`config.mk`:
```
export PLATFORM = sky130hd
export DESIGN_NAME = rtci_top
export DESIGN_NICKNAME = d
export VERILOG_FILES = /design/src/common/rtci_pkg.sv /design/src/core/rtci_rate_gen.sv /design/src/core/rtci_top.sv
export SDC_FILE = /design/constraint.sdc
export NUM_CORES = 1
export LEC_CHECK = 0
export BUFFER_PORTS_ARGS = -buffer_cell sky130_fd_sc_hd__buf_2
export CAP_MARGIN = 20
export CORE_ASPECT_RATIO = 0.6
export CORE_MARGIN = 1.5
export CORE_UTILIZATION = 54
export CTS_CLUSTER_SIZE = 28
export DETAILED_ROUTE_END_ITERATION = 6
export GPL_TIMING_DRIVEN = 0
export HOLD_SLACK_MARGIN = 0.05
export PLACE_DENSITY_LB_ADDON = 0.2
export SKIP_LAST_GASP = 1
export SYNTH_ARGS = -nofsm -noshare
export SYNTH_HDL_FRONTEND = slang
export SYNTH_SLANG_ARGS = --single-unit
export TNS_END_PERCENT = 20
```
`constraint.sdc`:
```
create_clock -name core_clk -period 1.9 [get_ports core_clk]
set_input_delay 0 -clock core_clk [delete_from_list [all_inputs] [get_ports core_clk]]
set_output_delay 0 -clock core_clk [all_outputs]
set_load 0.01 [all_outputs]
```
`src/common/rtci_pkg.sv`:
```
// constants and helpers shared by the rtc interrupt source block
// assumes a 100 mhz core clock; no other package is needed
package rtci_pkg;

    // -----------------------------------------------------------------
    // clock and periodic timing
    // -----------------------------------------------------------------
    localparam int CLK_PERIOD_NS = 10;
    localparam int NS_PER_US = 1000;
    localparam int PER_MIN_US = 122;
    // fastest periodic interval, rounded down as a longest time
    localparam int PER_BASE_CYC = PER_MIN_US * NS_PER_US / CLK_PERIOD_NS;

    // -----------------------------------------------------------------
    // periodic rate table
    // -----------------------------------------------------------------
    localparam int RATE_W = 4;
    localparam int MULT_W = 19;
    localparam logic [RATE_W-1:0] RATE_LAST_SHIFT = 4'hd;
    localparam logic [RATE_W-1:0] RATE_10S = 4'he;
    localparam logic [MULT_W-1:0] MULT_ONE = 19'h00001;
    localparam logic [MULT_W-1:0] MULT_10S = 19'h14000;
    localparam logic [MULT_W-1:0] MULT_60S = 19'h78000;

    // -----------------------------------------------------------------
    // sources and time fields
    // -----------------------------------------------------------------
    localparam int SRC_NUM = 3;
    localparam int SRC_ALM = 0;
    localparam int SRC_PER = 1;
    localparam int SRC_UPD = 2;
    localparam int BCD_W = 8;
    localparam int FIELD_NUM = 4;

    typedef enum logic {RTCI_IDLE, RTCI_RUN} rtci_gen_state_t;

    // base intervals per periodic rate: 2^n up to one second, then 10 s
    // and one minute; sixteen fixed choices and nothing in between
    function automatic logic [MULT_W-1:0] rtci_rate_mult(
        input logic [RATE_W-1:0] sel
    );
        logic [MULT_W-1:0] m;
        m = MULT_60S;
        if (sel <= RATE_LAST_SHIFT) begin
            m = MULT_ONE << sel;
        end else if (sel == RATE_10S) begin
            m = MULT_10S;
        end
        return m;
    endfunction : rtci_rate_mult

    // alarm compare: a field whose care bit is low always matches, so
    // the repeat period spans one second (no care) to one week (all)
    function automatic logic rtci_alarm_match(
        input logic [FIELD_NUM*BCD_W-1:0] now,
        input logic [FIELD_NUM*BCD_W-1:0] alm,
        input logic [FIELD_NUM-1:0] care
    );
        logic hit;
        hit = 1'b1;
        for (int i = 0; i < FIELD_NUM; i++) begin
            if (care[i] &&
                now[i*BCD_W +: BCD_W] != alm[i*BCD_W +: BCD_W]) begin
                hit = 1'b0;
            end
        end
        return hit;
    endfunction : rtci_alarm_match

endpackage : rtci_pkg

```
`src/core/rtci_rate_gen.sv`:
```
// periodic tick generator for the rtc interrupt sources
// assumes a synchronous reset copy and same-clock control inputs
`timescale 1ns/1ps
module rtci_rate_gen import rtci_pkg::*; #(
    parameter int BASE_CYC = PER_BASE_CYC
) (
    input wire logic core_clk,
    input wire logic rst_sync_n,
    input wire logic run,
    input wire logic [RATE_W-1:0] rate_sel,
    output logic tick
);
    localparam int PRE_W = $clog2(BASE_CYC + 1);
    localparam logic [PRE_W-1:0] PRE_LAST = PRE_W'(BASE_CYC - 1);

    typedef struct packed {
        rtci_gen_state_t state;
        logic [PRE_W-1:0] pre;
        logic [MULT_W-1:0] mult;
        logic [RATE_W-1:0] sel;
        logic tick;
    } rtci_gen_t;

    rtci_gen_t cur;
    rtci_gen_t next_cur;
    logic [MULT_W-1:0] lim;

    // -----------------------------------------------------------------
    // next state
    // -----------------------------------------------------------------
    // a rate change restarts the interval so no odd short period leaks
    always_comb begin
        next_cur = cur;
        next_cur.tick = 1'b0;
        next_cur.sel = rate_sel;
        lim = rtci_rate_mult(cur.sel);
        unique case (cur.state)
            RTCI_IDLE: begin
                next_cur.pre = '0;
                next_cur.mult = '0;
                if (run) begin
                    next_cur.state = RTCI_RUN;
                end
            end
            RTCI_RUN: begin
                if (!run || rate_sel != cur.sel) begin
                    next_cur.state = RTCI_IDLE;
                    next_cur.pre = '0;
                    next_cur.mult = '0;
                end else if (cur.pre == PRE_LAST) begin
                    next_cur.pre = '0;
                    if (cur.mult == lim - MULT_ONE) begin
                        next_cur.mult = '0;
                        next_cur.tick = 1'b1;
                    end else begin
                        next_cur.mult = cur.mult + MULT_ONE;
                    end
                end else begin
                    next_cur.pre = cur.pre + PRE_W'(1);
                end
            end
        endcase
    end

    // state register
    always_ff @(posedge core_clk or negedge rst_sync_n) begin
        if (!rst_sync_n) begin
            cur <= '0;
        end else begin
            cur <= next_cur;
        end
    end

    assign tick = cur.tick;

    // gap counter, only read by the checks
    logic [39:0] gap;
    logic gap_ok;
    always_ff @(posedge core_clk or negedge rst_sync_n) begin
        if (!rst_sync_n) begin
            gap <= '0;
            gap_ok <= 1'b0;
        end else if (!run || rate_sel != cur.sel || tick) begin
            gap <= '0;
            gap_ok <= run && tick && rate_sel == cur.sel;
        end else begin
            gap <= gap + 40'h1;
        end
    end
endmodule : rtci_rate_gen

```
`src/core/rtci_top.sv`:
```
// rtc interrupt sources: alarm, periodic and update, merged to one line
// assumes all inputs but rst_n come from logic on core_clk; the time
// and alarm buses are bcd and the update strobe is one cycle wide
//
// Contract
// three sources (alarm, periodic, update) share one interrupt line.
// the line is high when any enabled source fires; disabled ones never.
// alarm fires on a time match, repeating from 1 s up to 1 week.
// periodic fires independent of time and alarm, from 122 us to 1 minute.
// the periodic interval is one of sixteen fixed rates only.
// update fires once per second as the stored time advances.
// time and alarm values are bcd, one digit per nibble.
// software reads and writes the time so an update cannot corrupt it. Not done here: this block only takes time_now as an input.
// each source keeps its own pending flag to tell software the cause.
`timescale 1ns/1ps
module rtci_top import rtci_pkg::*; #(
    parameter int BASE_CYC = PER_BASE_CYC
) (
    input wire logic core_clk,
    input wire logic rst_n,
    input wire logic alarm_en,
    input wire logic periodic_en,
    input wire logic update_en,
    input wire logic [RATE_W-1:0] rate_sel,
    input wire logic update_strobe,
    input wire logic [FIELD_NUM*BCD_W-1:0] time_now,
    input wire logic [FIELD_NUM*BCD_W-1:0] alarm_time,
    input wire logic [FIELD_NUM-1:0] alarm_care,
    input wire logic alarm_clr,
    input wire logic periodic_clr,
    input wire logic update_clr,
    output logic rtc_irq,
    output logic alarm_pend,
    output logic periodic_pend,
    output logic update_pend
);
    typedef struct packed {
        logic alm_chk;
        logic [SRC_NUM-1:0] pend;
        logic irq;
    } rtci_state_t;

    rtci_state_t cur;
    rtci_state_t next_cur;
    logic [1:0] rst_pipe;
    logic rst_sync_n;
    logic per_tick;
    logic alm_match;
    logic [SRC_NUM-1:0] src_en;
    logic [SRC_NUM-1:0] src_evt;
    logic [SRC_NUM-1:0] src_clr;

    // -----------------------------------------------------------------
    // reset release
    // -----------------------------------------------------------------
    // assert at once, release on the clock to avoid recovery hazards
    always_ff @(posedge core_clk or negedge rst_n) begin
        if (!rst_n) begin
            rst_pipe <= 2'h0;
        end else begin
            rst_pipe <= {rst_pipe[0], 1'b1};
        end
    end
    assign rst_sync_n = rst_pipe[1];

    // -----------------------------------------------------------------
    // periodic source
    // -----------------------------------------------------------------
    // runs only while enabled, so a fresh enable gives a full interval
    rtci_rate_gen #(
        .BASE_CYC(BASE_CYC)
    ) u_rate (
        .core_clk(core_clk),
        .rst_sync_n(rst_sync_n),
        .run(periodic_en),
        .rate_sel(rate_sel),
        .tick(per_tick)
    );

    // -----------------------------------------------------------------
    // source events
    // -----------------------------------------------------------------
    // bcd bytes compare directly; no conversion so no rounding corners
    assign alm_match =
        rtci_alarm_match(time_now, alarm_time, alarm_care);
    assign src_en = {update_en, periodic_en, alarm_en};
    assign src_clr = {update_clr, periodic_clr, alarm_clr};
    // alarm is judged the cycle after the update, on the new time
    assign src_evt =
        {update_strobe, per_tick, cur.alm_chk && alm_match};

    // pending flags and merged line; a set in the clear cycle wins
    always_comb begin
        next_cur = cur;
        next_cur.alm_chk = update_strobe;
        for (int i = 0; i < SRC_NUM; i++) begin
            if (src_evt[i] && src_en[i]) begin
                next_cur.pend[i] = 1'b1;
            end else if (src_clr[i]) begin
                next_cur.pend[i] = 1'b0;
            end
        end
        next_cur.irq = |(next_cur.pend & src_en);
    end

    // state register
    always_ff @(posedge core_clk or negedge rst_sync_n) begin
        if (!rst_sync_n) begin
            cur <= '0;
        end else begin
            cur <= next_cur;
        end
    end

    assign rtc_irq = cur.irq;
    assign alarm_pend = cur.pend[SRC_ALM];
    assign periodic_pend = cur.pend[SRC_PER];
    assign update_pend = cur.pend[SRC_UPD];
endmodule : rtci_top

```
==> out/qor.csv <==
stage;metric;value;unit
outcome;status;finished with violations;
outcome;violations;setup timing;
worst_setup_path;r2r_slack;-1.58;ns
worst_setup_path;worstPathArrival;3.69;ns
worst_setup_path;ff2ff_path_depth;19;
global_routing;grtUsageTotal;33.53;%
floorplanning;pin_count;85;
global_routing;globalRoute.totalOverflow;0;
worst_setup_path;rr_startpoint;u_rate.cur[3];
floorplanning;core.rowCount;21;
worst_setup_path;critical_path.reg2reg.endpoint;u_rate.cur[6];
power;worst_ir_drop_on_vdd;0.0003276;V
timing;unrepaired_setup_endpoints_after_global_routing;true;
finish;num_antenna_cells;0;
place;detailedPlacementHpwl;7462;um
place;routabilityCongestion;0.9628;
synthesis;synth.yosys.seq_area_share;34.74;%
place;dp.cells;552;
timing;maxClockFrequency;287.7;MHz
routing;dr.pass1.iters;5;
timing;slew_viol_final;0;
floorplanning;fp.dieArea;6630;um2
synthesis;share_of_the_synthesized_area_in_compound_gates_ao_oa_aoi_oai;14.09;%
synthesis;synth_adder_area_share;1.133;%
synthesis;synth-edff-count;0;
global_routing;grt_start_max_net_pins;37;
timing;final.setup_skew;0.005331;ns
job;cap_violations;0;
global_routing;grt_pass1_vias;3425;
timing;slew_headroom;53.10;%
routing;wire_per_inst;19.09;um
floorplanning;design.core.area;5754;um2
routing;drtIter0Drc;422;
synthesis;share_of_flip_flops_with_an_asynchronous_set_or_reset_after_synthesis;100.0;%
synthesis;ys_ff_latch;46;
cts;clock_insertion_delay_worst_skew;0.29;ns
synthesis;synth_nets;471;
power;power.density_cell_area;452.5;nW/um2
routing;route.final.wire_length;11630;um
synthesis;synth_top_flop_cell;dfrtp_1;
synthesis;synth.largest_area_cell;dfrtp_1;
cts;cts-buffers-inserted;5;
floorplanning;initial_core_util;57.58;%
worst_setup_path;worstPathRequired;2.11;ns
timing;finalHoldViolCount;0;
floorplanning;die_h;63.68;um
place;place_area;3938;um2
finish;design.final.nets;612;
cts;clock_tree_from_tritoncts;done;
place;io_buffer_count;84;
worst_setup_path;timing_worst_setup_path_type;flop to flop;
timing;timing_worst_slew_pin_value;0.6981;ns
global_routing;global_route_wire_length_before_repair;17350;um
synthesis;largest_family_of_logic_cells_by_synthesized_area;simple AND/OR/NAND/NOR gates;
synthesis;synth-xor-area-share;16.92;%
power;static-leakage-power;1.994;nW
synthesis;muxShareOfSynthArea;0.3021;%
worst_setup_path;crit_path_end_kind;flop;
synthesis;syn_avg_cell_area;8.561;um2
timing;postLayoutSetupSlackWorst;-1.576;ns
finish;flow.area_growth_from_synthesis;40.86;%
cts;cts_sinks;46;
cts;cts_root_buffer;clkbuf_8;
worst_setup_path;worst_setup_path_start_kind;flop;
global_routing;grt_antenna_before_repair;0;
timing;setup_viol;34;
synthesis;synth_cells;387;
finish;final_layout_size_suffix_gt1_share;32.89;%
routing;drcViolationCount;0;
routing;ant_nets;0;
routing;drt-vias-per-instance;5.984;
timing;finalCritPeriodShare;182.9;%
worst_setup_path;timing.critical_path.fanout_max;5;
synthesis;post_synth_main_area_contributors;dfrtp_1, xnor2_1, xor2_1;
synthesis;post_synth_and_or_nand_nor_area_fraction;27.57;%
cts;cts-htree-levels;2;
finish;finalNonFillerCells;609;
cts;clkSlewWorstSetupHoldPaths;0.09;ns
timing;final_min_period;3.476;ns
synthesis;synth_top_area_share;34.74;%
synthesis;syn_area;3313;um2
routing;dr_total_vias;3644;
min_path;holdCritPathClass;flop to asynchronous set/reset pin;
finish;layout.cell_area.non_filler;4667;um2
cts;ctsLongestPathBuffers;2;
floorplanning;floorplan.die.width;104.1;um
synthesis;synth-warning-count;0;
synthesis;synth.distinct_cells;62;
==> per-stage QoR <==
| stage | TNS [ns] | hold WS (ns) | power [mW] | setup slack [ns] | util, % |
|---|---|---|---|---|---|
| floorplan | -21.11 | -0.2956 | 1.239 | -1.023 | - |
| global placement | -39.53 | -0.2134 | 1.377 | -1.518 | 68.06 |
| detailed placement | -41.54 | -0.2137 | 1.399 | -1.588 | 68.43 |
| CTS | -36.33 | 0.1297 | 2.053 | -1.347 | 77.58 |
| global route | -44.83 | 0.1494 | 2.202 | -1.647 | 81.10 |
| finish | -41.06 | 0.1248 | 2.112 | -1.576 | 81.10 |
==> worst max path at each step <==
stage,start,to,slack (ns),cells after the start
2_1_floorplan,u_rate.cur[3],u_rate.cur[20],-1.02,14
3_3_place_gp,u_rate.cur[3],u_rate.cur[23],-1.52,15
3_5_place_dp,u_rate.cur[3],u_rate.cur[23],-1.59,15
4_1_cts,u_rate.cur[3],u_rate.cur[12],-1.35,16
5_1_grt,u_rate.cur[2],u_rate.cur[5],-1.65,18
6_report,u_rate.cur[3],u_rate.cur[6],-1.58,19
==> synth_stat cells (2+ instances only) <==
cell type,number
dfrtp_1,46
xnor2_1,41
nor2_1,35
nand2_1,27
xor2_1,23
nand3_1,20
a21oi_1,18
nand4_1,15
inv_1,14
and3_1,12
o21ai_0,12
nor3_1,11
nor4_1,10
clkbuf_1,9
and2_1,8
buf_2,7
nand2b_1,5
nor2b_1,4
nor3b_1,4
o32ai_1,4
buf_4,3
ha_1,3
o21a_1,3
o311ai_1,3
a211oi_1,2
a21o_1,2
a221oi_1,2
and4_1,2
buf_6,2
nand3b_1,2
nor4bb_1,2
o211a_1,2
o21bai_1,2
o22ai_1,2
o31a_1,2
or4_1,2
==> where the power goes <==
group,internal [mW],switching [mW]
Combinational,0.272,0.248
Clock,0.261,0.329
Sequential,0.992,0.0107
Total,1.52,0.587
==> area by class of cell <==
class	count	area (um2)
plain buffers	21	209.0
clock buffers	7	76.32
clock inverters	1	7.507
fillers	383	1087
inverters	14	52.55
multi-input cells	305	2192
flip-flops and latches	46	1152
well taps	80	100.1
repair buffers	135	877.1
==> state kept, by name, indices dropped and copies added, names as in the netlist <==
register       flops
rst_pipe           2
update_pend        1
periodic_pend      1
u_rate.tick        1
u_rate.cur        38
cur                1
alarm_pend         1
rtc_irq            1
==> worst max-delay path, cell delays in order (launching register included) <==
cell       delay (ns)
dfrtp_1          0.40
buf_6            0.13
buf_8            0.12
buf_8            0.12
nor2_4           0.13
nand2_2          0.08
ha_4             0.17
buf_6            0.12
clkbuf_16        0.14
buf_8            0.13
buf_4            0.12
buf_4            0.14
nor3b_1          0.32
o21ai_0          0.24
a21o_1           0.24
nand3_1          0.15
nor4_4           0.08
buf_4            0.15
or2_2            0.28
o22ai_1          0.14
==> logic make-up (layout without fill, tap and decap cells) <==
kind of cell / after synthesis / after routing
simple gates: 169 / 169
compound gates: 67 / 67
xor+xnor: 64 / 64
flops: 46 / 46
buf+inv: 36 / 178
fa+ha+maj: 3 / 3
other cells: 1 / 1
mux: 1 / 1
==> metal layers <==
metal | up-vias | global-route usage, % | share of wire, %
met3 | 24 | 8.282 | 11
met2 | 224 | 51.32 | 44
met4 | 0 | 6.250 | 2.3
met5 | - | 0 | 0
met1 | 1736 | 48.43 | 43
li1 | 1660 | - | -
==> placed cells by master (no fill, tap or decap), types with 8 or more instances in the layout <==
cell type / netlist / final
buf_2: 7 / 86
dfrtp_1: 46 / 45
xnor2_1: 41 / 41
buf_4: 3 / 32
nor2_1: 35 / 30
nand2_1: 27 / 25
xor2_1: 23 / 22
nand3_1: 20 / 20
a21oi_1: 18 / 18
nand4_1: 15 / 15
dlygate4sd3_1: 0 / 15
inv_1: 14 / 14
and3_1: 12 / 12
clkbuf_1: 9 / 9
o21ai_0: 12 / 9
nor3_1: 11 / 9
and2_1: 8 / 8
==> timing repair <==
item                                    CTS  global route
pin swaps                                12             5
hold buffers                             15             0
endpoints found under the hold margin    12             0
cloned                                    1             0
buffers inserted                         16            18
resized for setup                        33            17
endpoints found under the setup margin   34            34
(Power assumes the default switching activity.)
